==> config.mk <==
export PLATFORM = sky130hd
export DESIGN_NAME = ccfg_regs
export DESIGN_NICKNAME = d
export VERILOG_FILES = /design/src/include/ccfg_pkg.sv /design/src/rtl/ccfg_regs.sv
export SDC_FILE = /design/constraint.sdc
export NUM_CORES = 1
export LEC_CHECK = 0
export ABC_AREA = 1
export BUFFER_PORTS_ARGS = -buffer_cell sky130_fd_sc_hd__buf_2
export CAP_MARGIN = 20
export CORE_MARGIN = 2
export CORE_UTILIZATION = 60
export CTS_CLUSTER_DIAMETER = 30
export DETAILED_ROUTE_END_ITERATION = 7
export GPL_TIMING_DRIVEN = 0
export PLACE_DENSITY = 0.8
export SYNTH_ARGS = -nofsm -noshare
export SYNTH_HDL_FRONTEND = slang
export SYNTH_SLANG_ARGS = --single-unit
==> constraint.sdc <==
create_clock -name i_clk -period 8.7 [get_ports i_clk]
set_input_delay 0.87 -clock i_clk [delete_from_list [all_inputs] [get_ports i_clk]]
set_output_delay 0.87 -clock i_clk [all_outputs]
set_load 0.02 [all_outputs]
==> src/include/ccfg_pkg.sv <==
// Functional notes
// - Termination allowed only when enable bit set
// - Watchdog period off, 40, 80, 160 s
// - Timer enable gates precharge and fast timers
// - Fast timer 20 h or 10 h
// - Warm band limits voltage to 4.1 V
// - Overvoltage threshold selected by two bits
// - Boost voltage selected by two bits
// - Input limit 3.9 V plus 100 mV steps
// - Detection bit self-clears when detection completes
// - Safety timer half rate while limiting
// - Switch disable bit enters ship mode
// - Reset waits for adapter removal unless enabled
// - Switch-off immediate or after 10 s delay
// - System reset needs enable and disable bits
// - Input limit tracks battery plus offset
// - Watchdog expiry sets fault, default mode
package ccfg_pkg;
   localparam logic [7:0] ADDR_CTRL_ONE   = 8'h05;       // Control one
   localparam logic [7:0] ADDR_CTRL_TWO   = 8'h06;       // Control two
   localparam logic [7:0] ADDR_CTRL_THREE = 8'h07;       // Control three
   localparam logic [7:0] RST_CTRL_ONE    = 8'h9e;       // Control one reset
   localparam logic [7:0] RST_CTRL_TWO    = 8'he6;       // Control two reset
   localparam logic [7:0] RST_CTRL_THREE  = 8'h4c;       // Control three reset
   // Bits of control three restored by watchdog (7,6,2)
   localparam logic [7:0] WD_MASK_THREE   = 8'hc4;
   // Field positions
   localparam int BIT_TERM_EN   = 7;
   localparam int BIT_WD_HI     = 5;
   localparam int BIT_WD_LO     = 4;
   localparam int BIT_TMR_EN    = 3;
   localparam int BIT_FAST_LEN  = 2;
   localparam int BIT_THERM     = 1;
   localparam int BIT_WARM_V    = 0;
   localparam int BIT_OVP_LO    = 6;
   localparam int BIT_BOOST_LO  = 4;
   localparam int BIT_VLIM_LO   = 0;
   localparam int BIT_DETECT    = 7;
   localparam int BIT_SLOWDOWN  = 6;
   localparam int BIT_SW_DIS    = 5;
   localparam int BIT_RST_ADAPT = 4;
   localparam int BIT_SW_DLY    = 3;
   localparam int BIT_SYS_RST   = 2;
   localparam int BIT_TRACK_LO  = 0;
   // Timing at 10 MHz
   localparam longint CLK_HZ      = 10_000_000;
   localparam longint WD_UNIT_S   = 40;              // Base watchdog period in s
   localparam longint SW_DLY_S    = 10;              // Switch-off delay in s
   localparam longint PRE_H       = 2;               // Precharge length in h
   localparam longint FAST_LONG_H = 20;              // Fast charge, bit 0
   localparam longint FAST_SHRT_H = 10;              // Fast charge, bit 1
   localparam longint WD_UNIT_CYC = WD_UNIT_S * CLK_HZ;
   localparam longint SW_DLY_CYC  = SW_DLY_S * CLK_HZ;
   localparam longint PRE_CYC     = PRE_H * 3600 * CLK_HZ;
   localparam longint FAST_L_CYC  = FAST_LONG_H * 3600 * CLK_HZ;
   localparam longint FAST_S_CYC  = FAST_SHRT_H * 3600 * CLK_HZ;
   // Analog codes in mV
   localparam logic [15:0] VLIM_BASE_MV = 16'd3900;
   localparam logic [15:0] VLIM_STEP_MV = 16'd100;
   localparam logic [15:0] WARM_MV      = 16'd4100;

   // Charge phase
   typedef enum logic [2:0] {
      CCFG_IDLE = 3'b001,
      CCFG_PRE  = 3'b010,
      CCFG_FAST = 3'b100
   } ccfg_phase_t;

   // Whole module state
   typedef struct packed {
      logic [7:0]  ctrl_one;
      logic [7:0]  ctrl_two;
      logic [7:0]  ctrl_three;
      logic [7:0]  rdata;
      logic        wd_fault;
      logic [41:0] wd_cnt;
      logic [41:0] sw_cnt;
      logic        sw_off;
      logic        sys_rst;
      logic [47:0] sfty_cnt;
      logic        half_tick;
      logic        sfty_exp;
      ccfg_phase_t phase;
   } ccfg_state_t;
endpackage : ccfg_pkg

==> src/rtl/ccfg_regs.sv <==
`timescale 1ns/100ps
module ccfg_regs
   import ccfg_pkg::*;
#(
   parameter longint WD_UNIT_CYCLES = WD_UNIT_CYC,   // 40 s in cycles
   parameter longint SW_DLY_CYCLES  = SW_DLY_CYC,    // 10 s in cycles
   parameter longint PRE_CYCLES     = PRE_CYC,       // 2 h in cycles
   parameter longint FAST_L_CYCLES  = FAST_L_CYC,    // 20 h in cycles
   parameter longint FAST_S_CYCLES  = FAST_S_CYC     // 10 h in cycles
) (
   input  wire logic        i_clk,
   input  wire logic        i_nrst,
   input  wire logic        i_wr,                    // Write strobe
   input  wire logic        i_rd,                    // Read strobe
   input  wire logic [7:0]  i_addr,                  // Register address
   input  wire logic [7:0]  i_wdata,                 // Write data
   input  wire logic        i_wd_kick,               // Host access resets watchdog
   input  wire logic        i_det_done,              // Detection finished
   input  wire logic        i_adapter,               // Adapter present
   input  wire logic        i_charging,              // Charger wants to charge
   input  wire logic        i_low_batt,              // Below precharge threshold
   input  wire logic        i_in_limit,              // Input V or I limiting
   input  wire logic        i_band_reduce,           // Cool/warm with reduced current
   input  wire logic        i_therm_reg,             // Thermal regulation
   input  wire logic [15:0] i_vbat_mv,               // Battery voltage
   input  wire logic [15:0] i_vreg_mv,               // Programmed charge voltage
   input  wire logic        i_warm,                  // Warm band
   output logic [7:0]       o_rdata,                 // Read data
   output logic             o_term_en,               // Termination allowed
   output logic             o_therm_sel,             // Thermal threshold select
   output logic [1:0]       o_ovp_sel,               // Overvoltage threshold code
   output logic [1:0]       o_boost_sel,             // Boost voltage code
   output logic [15:0]      o_vlim_mv,               // Effective input limit
   output logic [15:0]      o_vchg_mv,               // Charge voltage limit
   output logic             o_detect,                // Detection request
   output logic             o_wd_fault,              // Watchdog fault, default mode
   output logic             o_sw_off,                // Battery switch off
   output logic             o_sys_rst,               // Full system reset
   output logic             o_sfty_exp               // Safety timer expired
);

   ccfg_state_t s_reg;                               // Registered state
   ccfg_state_t s_next;                              // Next state

   // Watchdog limit from two-bit code; zero means off
   function automatic logic [41:0] wd_limit(input logic [1:0] code);
      logic [41:0] r;
      r = 42'h0;
      unique case (code)
         2'b01:   r = 42'(WD_UNIT_CYCLES);
         2'b10:   r = 42'(2 * WD_UNIT_CYCLES);
         2'b11:   r = 42'(4 * WD_UNIT_CYCLES);
         default: r = 42'h0;
      endcase
      return r;
   endfunction : wd_limit

   // Tracking offset in mV
   function automatic logic [15:0] track_mv(input logic [1:0] code);
      logic [15:0] r;
      r = 16'h0;
      unique case (code)
         2'b01:   r = 16'd200;
         2'b10:   r = 16'd250;
         2'b11:   r = 16'd300;
         default: r = 16'h0;
      endcase
      return r;
   endfunction : track_mv

   logic [15:0] reg_vlim;                            // Register limit
   logic [15:0] trk_vlim;                            // Battery-tracked limit
   logic        slow;                                // Half-rate condition
   logic [47:0] sfty_lim;                            // Current phase limit

   // Next state
   always_comb begin
      s_next = s_reg;
      // Writes from host
      if (i_wr) begin
         unique case (i_addr)
            ADDR_CTRL_ONE:   s_next.ctrl_one   = i_wdata;
            ADDR_CTRL_TWO:   s_next.ctrl_two   = i_wdata;
            ADDR_CTRL_THREE: s_next.ctrl_three = i_wdata;
            default: ;                               // Unmapped ignored
         endcase
      end
      // Detection done clears, but a new write of 1 wins
      if (i_det_done && !(i_wr && i_addr == ADDR_CTRL_THREE && i_wdata[BIT_DETECT]))
         s_next.ctrl_three[BIT_DETECT] = 1'b0;
      // Read data registered
      if (i_rd) begin
         unique case (i_addr)
            ADDR_CTRL_ONE:   s_next.rdata = s_reg.ctrl_one;
            ADDR_CTRL_TWO:   s_next.rdata = s_reg.ctrl_two;
            ADDR_CTRL_THREE: s_next.rdata = s_reg.ctrl_three;
            default:         s_next.rdata = 8'h00;
         endcase
      end
      // Watchdog: any host access restarts, and host mode resumes
      if (i_wd_kick || i_wr || i_rd) begin
         s_next.wd_cnt   = 42'h0;
         s_next.wd_fault = 1'b0;
      end else if (wd_limit(s_reg.ctrl_one[BIT_WD_HI:BIT_WD_LO]) == 42'h0) begin
         s_next.wd_cnt = 42'h0;
      end else if (s_reg.wd_cnt + 42'h1 >= wd_limit(s_reg.ctrl_one[BIT_WD_HI:BIT_WD_LO])) begin
         // Expiry: default mode, all of control one and masked control three bits restored
         s_next.wd_cnt     = 42'h0;
         s_next.wd_fault   = 1'b1;
         s_next.ctrl_one   = RST_CTRL_ONE;
         s_next.ctrl_three = (s_reg.ctrl_three & ~WD_MASK_THREE)
                           | (RST_CTRL_THREE & WD_MASK_THREE);
      end else begin
         s_next.wd_cnt = s_reg.wd_cnt + 42'h1;
      end
      // Battery switch: delay counts from disable set
      if (!s_reg.ctrl_three[BIT_SW_DIS]) begin
         s_next.sw_cnt = 42'h0;
         s_next.sw_off = 1'b0;
      end else if (!s_reg.ctrl_three[BIT_SW_DLY]) begin
         s_next.sw_off = 1'b1;
      end else if (s_reg.sw_cnt + 42'h1 >= 42'(SW_DLY_CYCLES)) begin
         s_next.sw_off = 1'b1;
      end else begin
         s_next.sw_cnt = s_reg.sw_cnt + 42'h1;
      end
      // Full reset needs enable, switch off, and adapter condition
      s_next.sys_rst = s_reg.ctrl_three[BIT_SYS_RST] && s_reg.sw_off
                     && (s_reg.ctrl_three[BIT_RST_ADAPT] || !i_adapter);
      // Safety timer phases
      s_next.half_tick = ~s_reg.half_tick;
      if (!s_reg.ctrl_one[BIT_TMR_EN] || !i_charging) begin
         s_next.phase    = CCFG_IDLE;
         s_next.sfty_cnt = 48'h0;
         s_next.sfty_exp = 1'b0;
      end else begin
         unique case (s_reg.phase)
            CCFG_IDLE: begin
               s_next.phase    = i_low_batt ? CCFG_PRE : CCFG_FAST;
               s_next.sfty_cnt = 48'h0;
            end
            CCFG_PRE: begin
               if (!i_low_batt) begin
                  s_next.phase    = CCFG_FAST;
                  s_next.sfty_cnt = 48'h0;
               end
            end
            CCFG_FAST: ;
         endcase
         // Count at half rate while slowed
         if (s_reg.phase != CCFG_IDLE && !s_reg.sfty_exp && (!slow || s_reg.half_tick)) begin
            if (s_reg.sfty_cnt + 48'h1 >= sfty_lim)
               s_next.sfty_exp = 1'b1;
            else
               s_next.sfty_cnt = s_reg.sfty_cnt + 48'h1;
         end
      end
   end

   // Slow-down condition and phase limit
   always_comb begin
      slow = s_reg.ctrl_three[BIT_SLOWDOWN]
           && (i_in_limit || i_band_reduce || i_therm_reg);
      if (s_reg.phase == CCFG_PRE)
         sfty_lim = 48'(PRE_CYCLES);
      else if (s_reg.ctrl_one[BIT_FAST_LEN])
         sfty_lim = 48'(FAST_S_CYCLES);
      else
         sfty_lim = 48'(FAST_L_CYCLES);
   end

   // Effective input limit: higher of register and tracked
   always_comb begin
      reg_vlim = VLIM_BASE_MV
               + VLIM_STEP_MV * {12'h0, s_reg.ctrl_two[BIT_VLIM_LO +: 4]};
      trk_vlim = (s_reg.ctrl_three[BIT_TRACK_LO +: 2] == 2'b00) ? 16'h0
               : i_vbat_mv + track_mv(s_reg.ctrl_three[BIT_TRACK_LO +: 2]);
      o_vlim_mv = (trk_vlim > reg_vlim) ? trk_vlim : reg_vlim;
   end

   // Warm band voltage cap
   always_comb begin
      if (i_warm && !s_reg.ctrl_one[BIT_WARM_V] && i_vreg_mv > WARM_MV)
         o_vchg_mv = WARM_MV;
      else
         o_vchg_mv = i_vreg_mv;
   end

   // State register
   always_ff @(posedge i_clk or negedge i_nrst) begin
      if (!i_nrst) begin
         s_reg            <= '0;
         s_reg.ctrl_one   <= RST_CTRL_ONE;
         s_reg.ctrl_two   <= RST_CTRL_TWO;
         s_reg.ctrl_three <= RST_CTRL_THREE;
         s_reg.wd_fault   <= 1'b1;                   // Default mode after reset
         s_reg.phase      <= CCFG_IDLE;
      end else begin
         s_reg <= s_next;
      end
   end

   // Outputs from flops; detect also gated by adapter input
   assign o_rdata     = s_reg.rdata;
   assign o_term_en   = s_reg.ctrl_one[BIT_TERM_EN];
   assign o_therm_sel = s_reg.ctrl_one[BIT_THERM];
   assign o_ovp_sel   = s_reg.ctrl_two[BIT_OVP_LO +: 2];
   assign o_boost_sel = s_reg.ctrl_two[BIT_BOOST_LO +: 2];
   assign o_detect    = s_reg.ctrl_three[BIT_DETECT] && i_adapter;
   assign o_wd_fault  = s_reg.wd_fault;
   assign o_sw_off    = s_reg.sw_off;
   assign o_sys_rst   = s_reg.sys_rst;
   assign o_sfty_exp  = s_reg.sfty_exp;

endmodule : ccfg_regs

# Word-level counts from Yosys, hierarchy flattened
# Cells that the tools add are included.
# W data, S select, Z words.
# classes
add_sub_neg	5
mul	1
n_div	0
order_cmp	5
n_eq_ne	18
shift	0
mux	43
n_bitwise	1
n_reduce_logical	36
# op_table
cell	count
$mux W42	7
$mux W48	4
$pmux W48 S2	1
$pmux W31 S3	1
$mux W43	2
$add A42 B1 Y42 const B	2
$mux W40	2
$mux W8	9
$add A48 B1 Y48 const B	1
$ge A48 B48 Y1	1
$mux W16	3
$ge A42 B27 Y1 const B	1
$ge A42 B42 Y1	1
$logic_not A42 Y1	1
$pmux W9 S3	1
$eq A8 B3 Y1 const B	3
$mux W24	1
$pmux W8 S3	1
$add A16 B16 Y16	1
$gt A16 B13 Y1	1
$gt A16 B13 Y1 const B	1
$add A12 B11 Y13 const A	1
$logic_and A1 B1 Y1	11
$reduce_and A2 Y1	5
other kinds (19)	47
# word_totals
reg_bits	172
latch_bits	0
ram_bits	0
rom_bits	0
input_bits	61
out_inout_bits	51
wordCells	123
memories	0

# Logic depth before layout (Yosys ltp)
# Gate-level depths: netlist of run 1.
# logic_depth
depth_word	10
ltp_mapped	27

# Worst setup path after synthesis of run 1
# No wires, ideal clock.
# synth_timing
kind	input to output
start	in i_vbat_mv[1]
end	out o_vlim_mv[3]
t_arrival_ps	3823
t_required_ps	7830
path_slack_ps	4007
path_stages	24
cell_sequence	ha_1 -> inv_1 -> fa_1 -> inv_1 -> nand3_1 -> nand2_1 -> nand2_1 -> nand2_1 -> a21oi_1 -> xor2_1 -> nor2_1 -> ha_1 -> nand4_1 -> inv_1 -> o21ai_0 -> o211ai_1 -> nand2_1 -> o211ai_1 -> nand2_1 -> nand2_1 -> a21oi_1 -> nand3b_1 -> clkbuf_1 -> o21ai_0
# synth_via
elab_chain_cells	4
# synth_lines
item	line_no	source
start: declaration	ccfg_regs.sv:25	input wire logic [15:0] i_vbat_mv,
$add A16 B16 Y16 (*)	ccfg_regs.sv:177	: i_vbat_mv + track_mv(s_reg.ctrl_three[BIT_TRACK_LO +: 2]);
$mux W16 (*)	ccfg_regs.sv:176	trk_vlim = (s_reg.ctrl_three[BIT_TRACK_LO +: 2] == 2'b00) ? 16'h0
$gt A16 B13 Y1	ccfg_regs.sv:178	o_vlim_mv = (trk_vlim > reg_vlim) ? trk_vlim : reg_vlim;
$mux W16 (*)	ccfg_regs.sv:178	
end: declaration	ccfg_regs.sv:33	output logic [15:0] o_vlim_mv,
# Mark *: on every way between the ends. The rest lies on a longest branch, timed or not.

# Worst setup path in the final report of run 1
# layout_timing
start	reg s_reg[149] (netlist bit)
end	out o_vlim_mv[3]
# layout_via
elab_chain_cells	6
# layout_lines
item	line_no	source
start: declaration	ccfg_regs.sv:42	ccfg_state_t s_reg;
start signal: assignment	ccfg_regs.sv:199	s_reg <= s_next;
$eq A2 B2 Y1 / $eq A2 B1 Y1 (equally long branches)	ccfg_regs.sv:62	unique case (code)
$pmux W9 S3	ccfg_regs.sv:62	
$add A16 B16 Y16	ccfg_regs.sv:177	
$mux W16 (*)	ccfg_regs.sv:176	
$gt A16 B13 Y1	ccfg_regs.sv:178	
$mux W16 (*)	ccfg_regs.sv:178	
# Marks and branches as above.

==> results of run 1 <==
worst register-to-register path: cells and delay by family, from the launching register on:
kind,cells,cell delay [ps]
simple gates,11,2170
flops,1,460
xor+xnor,1,220
compound gates,4,570
fa+ha+maj,2,450
buf+inv,3,460
layer usage:
metal	track usage, %	up-vias	routed length (um)
met1	41.7	6266	16600
met2	55.3	454	18200
li1	-	6731	-
met5	0	-	0
met4	10.7	0	1060
met3	4.57	78	2340
how the worst min path moves through the flow:
| stage | startpoint | to | slack, ps |
|---|---|---|---|
| after global placement | s_reg[4]$_DFF_PN0_ | s_reg[4]$_DFF_PN0_ | 410 |
| after CTS | i_nrst | o_rdata[0]$_DFFE_PN0P_ | 380 |
| after floorplan | s_reg[4]$_DFF_PN0_ | s_reg[4]$_DFF_PN0_ | 400 |
| after detailed placement | s_reg[4]$_DFF_PN0_ | s_reg[4]$_DFF_PN0_ | 420 |
| after global routing | i_nrst | o_rdata[1]$_DFFE_PN0P_ | 380 |
| final | i_nrst | o_rdata[0]$_DFFE_PN0P_ | 350 |
kinds of logic (layout without fill, tap and decap cells):
family	Yosys count	count (layout)	synth area share, %
AO/OA/AOI/OAI	175	175	7.38
XOR/XNOR	104	104	6.65
adder cells (fa/ha/maj)	83	83	7.69
buffers and inverters	349	493	10.2
flip-flops	172	172	31.5
multiplexers	8	8	0.657
other	1	11	0.0274
AND/OR/NAND/NOR	1132	1132	35.8
layout make-up:
| cell class | instances | area share [%] |
|---|---|---|
| Buffer | 58 | 2.03 |
| Clock buffer | 17 | 2.78 |
| Clock inverter | 15 | 1.23 |
| Inverter | 291 | 7.14 |
| Multi-Input combinational cell | 1513 | 52.4 |
| Sequential cell | 172 | 28.2 |
| Tap cell | 285 | 2.33 |
| Timing Repair Buffer | 112 | 3.87 |
cells in the final DEF (no fill, tap or decap), drive strengths merged, types with 2 or more instances in the layout:
master	count
nand2	486
nor2	370
inv	297
dfrtp	157
buf	147
nand3	117
nand4	88
xor2	86
ha	81
a21oi	69
o21ai	57
clkbuf	40
nor3	39
xnor2	18
o21a	18
dfstp	15
nor4	11
conb	11
mux2	8
or2	7
nand3b	7
o21bai	7
clkinv	7
a211oi	5
o211ai	5
o221ai	4
and2	3
nor3b	2
a21o	2
fa	2
stage by stage:
step	std cells	setup WS [ps]	cell area, um2	util, %	total power, W
2_1_floorplan	2034	4010	13700	-	0.00151
3_3_place_gp	2429	3470	14600	65.1	0.00175
3_5_place_dp	2431	3410	14700	65.3	0.00178
4_1_cts	2463	2930	15300	68.0	0.00257
5_1_grt	2463	2450	15300	68.0	0.00272
6_report	2463	2830	15300	68.0	0.00258
power groups by stage:
stage               Combinational, W  Clock (W)  Sequential, W
floorplan                   0.000594          0       0.000919
global placement            0.000812          0       0.000934
detailed placement          0.000842          0       0.000934
CTS                         0.000846   0.000808       0.000921
global route                0.000951   0.000837       0.000930
finish                      0.000862   0.000795       0.000923
==> results.yml, run 1 <==
power:
  clkPwrFrac_pct: 30.8
  power.switching_w: 0.00103
  powerDensity_nw_per_um2: 169
  p_int_w: 0.00155
  p_leak_nw: 7.66
  ir_drop_mv: 0.127
  combPwrFrac_pct: 33.4
  pwr-share-seq_pct: 35.8
  p_sw_share_pct: 39.8
grt:
  grt_max_degree: 114
  antenna_found_initial: 0
  grt.total_usage_pct: 32.1
  grt_overflow: 0
  grt_pass1_vias: 13000
  grt_pass1_wl_um: 62300
place:
  place_congestion: 0.968
  dpl.hpwl_um: 29300
  numPortBuffers: 110
setup_path:
  cp-start-kind: "register"
  cp_top_family: "compound AO/OA/AOI/OAI gates"
  reg2reg_slack_ps: 4260
  worstPathArrival_ps: 5000
  cpPeakStageDelay_ps: 450
  cp_num_cells: 26
  r2r_cells: 21
  worstReg2RegEnd: "s_reg[25]$_DFF_PN0_"
  path_class: "reg2out"
  crit_top_cell: "nand2_1"
  cp_slowest_cell: "dfrtp_1"
  critPathBufInv: 6
  setup.worst_path.start: "s_reg[149]$_DFFE_PN0P_"
  crit_required_ps: 7830
  timing.critical_path.to_type: "primary output"
  regToRegStartpoint: "s_reg[5]$_DFF_PN0_"
  endpoint: "o_vlim_mv[3]"
  critPathMaxFanout: 10
sta:
  slew_violations: 0
  whs_ps: 352
  slew_headroom_pct: 43.2
  max_freq_mhz: 170
  fin_crit_sh_pct: 67.4
  fin_crit_ps: 5870
  setup_tns_ps: 0
  grt_setup_unrepaired: "no"
  setup_viol: 0
  worst_slew_pin_slew_ps: 848
  hold_viol_final: 0
  skew_ps: 13.4
floorplanning:
  row_count: 55
  initial_core_util_pct: 60.9
  dieWidth_um: 155
  fp.dieArea_um2: 24100
  ioPinCount: 112
  chipHeight_um: 155
  core_area_um2: 22500
logic_synthesis:
  synth_top_area_cell: "dfrtp_1"
  ys_types: 54
  synth_edf_count: 0
  yosysWarnings: 0
  syn_inst: 2024
  synth.top_cell.area_share_pct: 28.7
  postSynthAreaPerCell_um2: 6.77
  yosysMostFrequentCell: "nand2_1"
  syn_area_um2: 13700
  synth_seq_area_share_pct: 31.5
  yosys-top-cells-count: "nand2_1 (479), nor2_1 (355), inv_1 (288)"
  ys.flop_type: "dfrtp_1"
  async_flop_share_pct: 100
  ys_seq_elements: 172
  yosys-top-cells-area: "dfrtp_1 (29%), nand2_1 (13%), nor2_1 (9.7%), inv_1 (7.9%), ha_1 (7.4%)"
run_status:
  outcome: "finished clean"
cts:
  cts_root_buf: "clkbuf_16"
  cts_buffers: 17
  tritoncts: "done"
  cts.repair.resized: 0
  cts.sinks: 172
  clk_path_buf_depth: 2
  clk-insertion-delay-late_ps: 440
  hold_buffers: 0
  h-tree-depth: 4
  cts_setup_buffers: 0
  clk_pin_slew_ps: 80
job:
  drv_cap: 0
layout:
  n_antenna_cell: 0
  multi_input_area_um2: 8020
  largest_reg_flops: 154
  nFillCells: 1984
  drive_above_1_share_pct: 11.0
  nets: 2309
  synthToLayoutAreaGrowth_pct: 11.7
  register_area_um2: 4320
routing:
  ant_nets: 0
  routed_wirelength_um: 38200
  drtPass1Iterations: 6
  via_per_inst: 5.49
  vias: 13500
  wl_per_cell_um: 15.5
  drc: 0
  drt_iter0_drc: 1158
hold_path:
  min_path_type: "in2async"
(Power assumes the default switching activity.)
==> run 2: changes to the inputs <==
CORE_UTILIZATION = 56   (was 60)
PLACE_DENSITY = 0.78   (was 0.8)
clock period = 5.25 ns   (was 8.7 ns; I/O delays follow)
==> run 2 against run 1 <==
Sequential power is 66% higher; combinational power is 66% higher; wire length is 0.41% lower; first-iteration DRC count is 2.1% lower; clock power is 60% higher; sequential share of layout area is 0.23 points lower.
==> results.yml, run 2 (same netlist as run 1, synthesis figures left out) <==
routing:
  wl_per_cell_um: 15.2
  drc: 0
  vias: 13700
  ant_nets: 0
  via_per_inst: 5.46
  drtPass1Iterations: 6
  routed_wirelength_um: 38000
  drt_iter0_drc: 1134
sta:
  max_freq_mhz: 201
  setup_viol: 0
  fin_crit_ps: 4970
  setup_tns_ps: 0
  fin_crit_sh_pct: 94.7
  slew_headroom_pct: 42.7
  hold_viol_final: 0
  whs_ps: 13.2
  skew_ps: 13.9
  worst_slew_pin_slew_ps: 855
  slew_violations: 0
grt:
  grt.total_usage_pct: 30.0
  grt_max_degree: 116
  grt_overflow: 0
  antenna_found_initial: 0
  grt_use_met3_pct: 4.18
  grtUsageMet1_pct: 40.1
  grt_pass1_vias: 13100
  grt_pass1_wl_um: 63000
  grt_use_met2_pct: 50.0
  grt.busiest_layer: "met2"
power:
  clkPwrFrac_pct: 30.1
  ir_drop_mv: 0.200
  p_sw_share_pct: 40.1
  p_leak_nw: 7.69
  p_int_w: 0.00253
  pwr-share-seq_pct: 36.2
  power.switching_w: 0.00170
  powerDensity_nw_per_um2: 274
  combPwrFrac_pct: 33.8
job:
  drv_cap: 0
cts:
  clk_path_buf_depth: 2
  clk-insertion-delay-late_ps: 450
  tritoncts: "done"
  hold_buffers: 0
  cts.sinks: 172
  clk_pin_slew_ps: 80
  cts_root_buf: "clkbuf_16"
  h-tree-depth: 4
  cts_buffers: 17
layout:
  final_common_cell: "nand2_1"
  nets: 2316
  utilization_pct: 63.8
  synthToLayoutAreaGrowth_pct: 12.6
  nFillCells: 2214
  largest_reg_flops: 154
  final_cell_mix: "nand2_1 (479), nor2_1 (355), inv_1 (287), dfrtp_1 (157), buf_2 (124)"
  n_antenna_cell: 0
  drive_above_1_share_pct: 11.7
floorplanning:
  dieWidth_um: 160
  core_area_um2: 24200
  row_count: 57
  fp.dieArea_um2: 25700
  chipHeight_um: 160
  ioPinCount: 112
  initial_core_util_pct: 56.7
run_status:
  outcome: "finished clean"
setup_path:
  cpPeakStageDelay_ps: 600
  cp-start-kind: "register"
  cp_slowest_cell: "dfstp_2"
  cp_top_family: "adder cells"
  regToRegStartpoint: "s_reg[5]$_DFF_PN0_"
  worstPathArrival_ps: 4440
  crit_required_ps: 4720
  timing.critical_path.to_type: "primary output"
  critPathMaxFanout: 10
  crit_chain: "inv_1 -> ha_1 -> ha_1 -> nand2_1 -> inv_1 -> o21ai_0 -> xor2_1 -> nand3_1 -> xnor2_1 -> inv_1 -> ha_1 -> nand2_1 -> nor2_1 -> nand4_1 -> a21oi_1 -> nand3b_1 -> clkbuf_2 -> o21ai_0 -> buf_2"
  reg2reg_slack_ps: 610
  critPathBufInv: 5
  worstReg2RegEnd: "s_reg[15]$_DFF_PN0_"
  r2r_cells: 22
  path_class: "reg2out"
place:
  dpl.hpwl_um: 29300
  place_congestion: 0.977
  numPortBuffers: 110
hold_path:
  min_path_type: "in2async"
-- run 2: final cells by class --
type,instances,area [um2],share of cell area (%)
Tap cell,324,405,2.63
Clock buffer,17,425,2.76
Inverter,291,1100,7.10
Buffer,57,312,2.02
Multi-Input combinational cell,1513,8040,52.1
Clock inverter,15,174,1.13
Timing Repair Buffer,120,653,4.23
Sequential cell,172,4320,28.0
-- run 2: how the worst max path moves through the flow --
stage / cells after the start / end / startpoint
5_1_grt: 22 / o_vlim_mv[6] / s_reg[158]$_DFFE_PN1P_
4_1_cts: 25 / o_vlim_mv[3] / s_reg[148]$_DFFE_PN0P_
3_3_place_gp: 26 / o_vlim_mv[4] / s_reg[149]$_DFFE_PN0P_
6_report: 19 / o_vlim_mv[6] / s_reg[158]$_DFFE_PN1P_
2_1_floorplan: 19 / o_vlim_mv[3] / s_reg[157]$_DFFE_PN1P_
3_5_place_dp: 26 / o_vlim_mv[4] / s_reg[149]$_DFFE_PN0P_
-- run 2: worst reg2reg max path, cell delays in order, from the launching register on --
cell	delay, ps
dfrtp_1	450
ha_1	270
inv_1	90
nor2_1	190
nand2_1	140
nor2_1	270
nand2_1	150
nor3_1	430
nand3_1	210
xor2_1	210
inv_1	60
ha_1	270
nand2_1	40
nor2_1	130
nand4_1	90
nor2_1	280
inv_1	110
nor2_1	170
nand2_2	200
nand3_4	220
buf_2	320
nor2_1	90
a21oi_1	180
-- run 2: what timing repair did --
item / in CTS / in global routing
resized for setup: 3 / 12
cloned: 0 / 0
hold endpoints to repair: 0 / 0
endpoints found under the setup margin: 13 / 13
setup buffers: 0 / 8
pin swaps: 0 / 2
-- run 2: power groups by stage --
stage                     registers [W]  clock network [W]  logic [W]
final                           0.00153            0.00127    0.00143
after global routing            0.00154            0.00133    0.00159
after global placement          0.00155                  0    0.00135
after detailed placement        0.00155                  0    0.00139
after floorplan                 0.00152                  0   0.000984
after CTS                       0.00152            0.00129    0.00140
-- run 2: layer usage --
metal | share of wire [%] | vias up
li1 | - | 6741
met1 | 44 | 6395
met2 | 47 | 500
met3 | 6.7 | 74
met4 | 2.7 | 0
met5 | 0 | -
-- run 2: stage by stage --
step	std cells	total power (W)	setup slack, ps	area [um2]
finish	2509	0.00423	281	15400
detailed placement	2470	0.00293	254	14700
CTS	2501	0.00422	21.9	15300
global route	2509	0.00446	-16.4	15400
global placement	2468	0.00290	331	14700
floorplan	2034	0.00251	950	13700
==> run 3: changes to the inputs <==
CORE_UTILIZATION = 60   (was 56)
PLACE_DENSITY = 0.8   (was 0.78)
clock period = 4.95 ns   (was 5.25 ns; I/O delays follow)
==> run 3 against run 2 <==
The flow now finishes with violations (hold timing); combinational power increased by 9.8%; via count decreased by 0.69%; clock skew about the same; flip-flop and latch count unchanged; wire length increased by 1.7%; total power increased by 8.4%; final area increased by 0.92%; hold slack got worse by 34 ps; sequential share of layout area decreased by 0.26 points; clock power increased by 10%; final cell count decreased by 1.3%.
==> results.yml, run 3 (same netlist as run 1, synthesis figures left out) <==
place:
  numPortBuffers: 110
  place_congestion: 0.968
  dpl.hpwl_um: 29300
  dpl_worst_slack_ps: 30.5
setup_path:
  endpoint: "o_vlim_mv[3]"
  worstPathArrival_ps: 4280
  cp-start-kind: "register"
  cp_num_cells: 21
  timing.critical_path.to_type: "primary output"
  cp_top_family: "adder cells"
  cp_slowest_cell: "dfstp_2"
  worstReg2RegEnd: "s_reg[25]$_DFF_PN0_"
  path_class: "reg2out"
  critPathBufInv: 5
  crit_top_cell: "nand2_1"
  critPathMaxFanout: 8
  reg2reg_slack_ps: 590
  setup.worst_path.start: "s_reg[157]$_DFFE_PN1P_"
  regToRegStartpoint: "s_reg[5]$_DFF_PN0_"
  crit_chain: "clkinvlp_4 -> ha_4 -> ha_2 -> fa_2 -> a31o_2 -> xor2_2 -> inv_1 -> nand4_1 -> ha_1 -> nand2_1 -> nor2_2 -> nand2_1 -> o211ai_1 -> nand2_1 -> nand2_1 -> a21oi_2 -> nand3b_1 -> buf_6 -> clkbuf_8 -> o21ai_1 -> buf_2"
  cpPeakStageDelay_ps: 560
  r2r_cells: 21
  crit_required_ps: 4450
routing:
  met1_length_um: 16700
  vias: 13600
  drt_iter0_drc: 1221
  drtPass1Iterations: 5
  routed_wirelength_um: 38700
  drc: 0
  dr_wl_met3_um: 2330
  wl_per_cell_um: 15.6
  ant_nets: 0
  maxUsedRoutingLayer: "met4"
  via_per_inst: 5.50
  wl_met2_um: 18500
cts:
  clk-insertion-delay-late_ps: 440
  clk_path_buf_depth: 2
  cts_root_buf: "clkbuf_16"
  h-tree-depth: 4
  hold_buffers: 0
  cts.sinks: 172
  cts_buffers: 17
  clk_pin_slew_ps: 80
  tritoncts: "done"
hold_path:
  min_path_type: "in2async"
layout:
  final_common_cell: "nand2_1"
  register_area_um2: 4320
  drive_above_1_share_pct: 12.9
  largest_reg_flops: 154
  multi_input_area_um2: 8130
  nFillCells: 1928
  n_antenna_cell: 0
  final_cell_mix: "nand2_1 (477), nor2_1 (353), inv_1 (283), dfrtp_1 (157), buf_2 (118)"
  synthToLayoutAreaGrowth_pct: 13.6
  nets: 2323
power:
  ir_drop_mv: 0.223
  powerDensity_nw_per_um2: 295
  p_leak_nw: 7.74
sta:
  worst_slew_pin_slew_ps: 850
  fin_ws_ps: 171
  slew_headroom_pct: 43.0
  slew_violations: 0
  setup_tns_ps: 0
  fin_crit_ps: 4780
  fin_crit_sh_pct: 96.5
  skew_ps: 13.5
  setup_viol: 0
  whs_ps: -20.4
  max_freq_mhz: 209
  hold_viol_final: 3
floorplanning:
  dieWidth_um: 155
  initial_core_util_pct: 60.9
  row_count: 55
  core_area_um2: 22500
  ioPinCount: 112
  chipHeight_um: 155
  fp.dieArea_um2: 24100
grt:
  grt_overflow: 0
  grt_pass1_wl_um: 62600
  antenna_found_initial: 0
  grt_max_degree: 114
  grt.total_usage_pct: 32.2
  grt_pass1_vias: 13100
run_status:
  outcome: "finished, violations left"
  violations: "hold timing"
job:
  drv_cap: 0
[run 3: changes by cell type in the layout (fill, tap and decap cells not counted), moves of 4 or more]
| cell | previous run | this run |
|---|---|---|
| inv_2 | 1 | 5 |
| buf_4 | 24 | 35 |
| inv_1 | 287 | 283 |
| ha_4 | 1 | 5 |
| buf_2 | 124 | 118 |
| o21ai_0 | 49 | 45 |
| ha_1 | 79 | 74 |
[run 3: power breakdown]
part / leakage (nW) / switching, W / internal (W)
Combinational: 5.13 / 0.00104 / 0.000524
Clock: 0.298 / 0.000670 / 0.000731
Sequential: 2.31 / 0.000112 / 0.00151
[run 3: routing by layer]
metal  vias to the layer above  track usage [%]
li1                       6757                -
met5                         -                0
met2                       470             55.4
met4                         0             10.9
met3                        77             4.57
met1                      6312             41.9
[run 3: worst register-to-register path: cells and delay by family (launching register included)]
family	cells	cell delay [ps]
AND/OR/NAND/NOR	11	2120
AO/OA/AOI/OAI	4	540
adder cells (fa/ha/maj)	2	460
buffers and inverters	3	460
flip-flops	1	450
XOR/XNOR	1	220
[run 3: final cells by class]
| cell class | instances | share of cell area, % |
|---|---|---|
| plain buffers | 58 | 2.15 |
| clock buffers | 17 | 2.73 |
| clock inverters | 15 | 1.21 |
| inverters | 291 | 7.04 |
| multi-input cells | 1513 | 52.2 |
| flip-flops and latches | 172 | 27.8 |
| well taps | 285 | 2.29 |
| repair buffers | 126 | 4.60 |
[run 3: worst min-delay path by stage]
stage | startpoint | end | slack, ps | cells past startpoint
after floorplan | i_nrst | o_boost_sel[0]$_DFFE_PN0P_ | 200 | 0
after global placement | s_reg[4]$_DFF_PN0_ | s_reg[4]$_DFF_PN0_ | 410 | 1
after detailed placement | s_reg[4]$_DFF_PN0_ | s_reg[4]$_DFF_PN0_ | 420 | 1
after CTS | i_nrst | o_rdata[0]$_DFFE_PN0P_ | 2 | 1
after global routing | i_nrst | o_rdata[1]$_DFFE_PN0P_ | 8 | 1
final | i_nrst | o_rdata[0]$_DFFE_PN0P_ | -20 | 1
[run 3: what timing repair did]
item / in CTS / in global routing
gates resized for setup: 15 / 39
setup endpoints to repair: 13 / 13
gates cloned: 2 / 0
pin swaps: 1 / 10
setup buffers: 3 / 9
hold endpoints to repair: 0 / 0
[run 3: metrics by stage]
stage	hold WS, ps	cell area (um2)	instances	total power, W	util, %
6_report	-20.4	15600	2477	0.00459	69.2
5_1_grt	7.91	15600	2477	0.00483	69.2
4_1_cts	2.46	15400	2468	0.00455	68.4
3_5_place_dp	417	14700	2431	0.00312	65.3
3_3_place_gp	408	14600	2429	0.00307	65.1
2_1_floorplan	199	13700	2034	0.00266	-
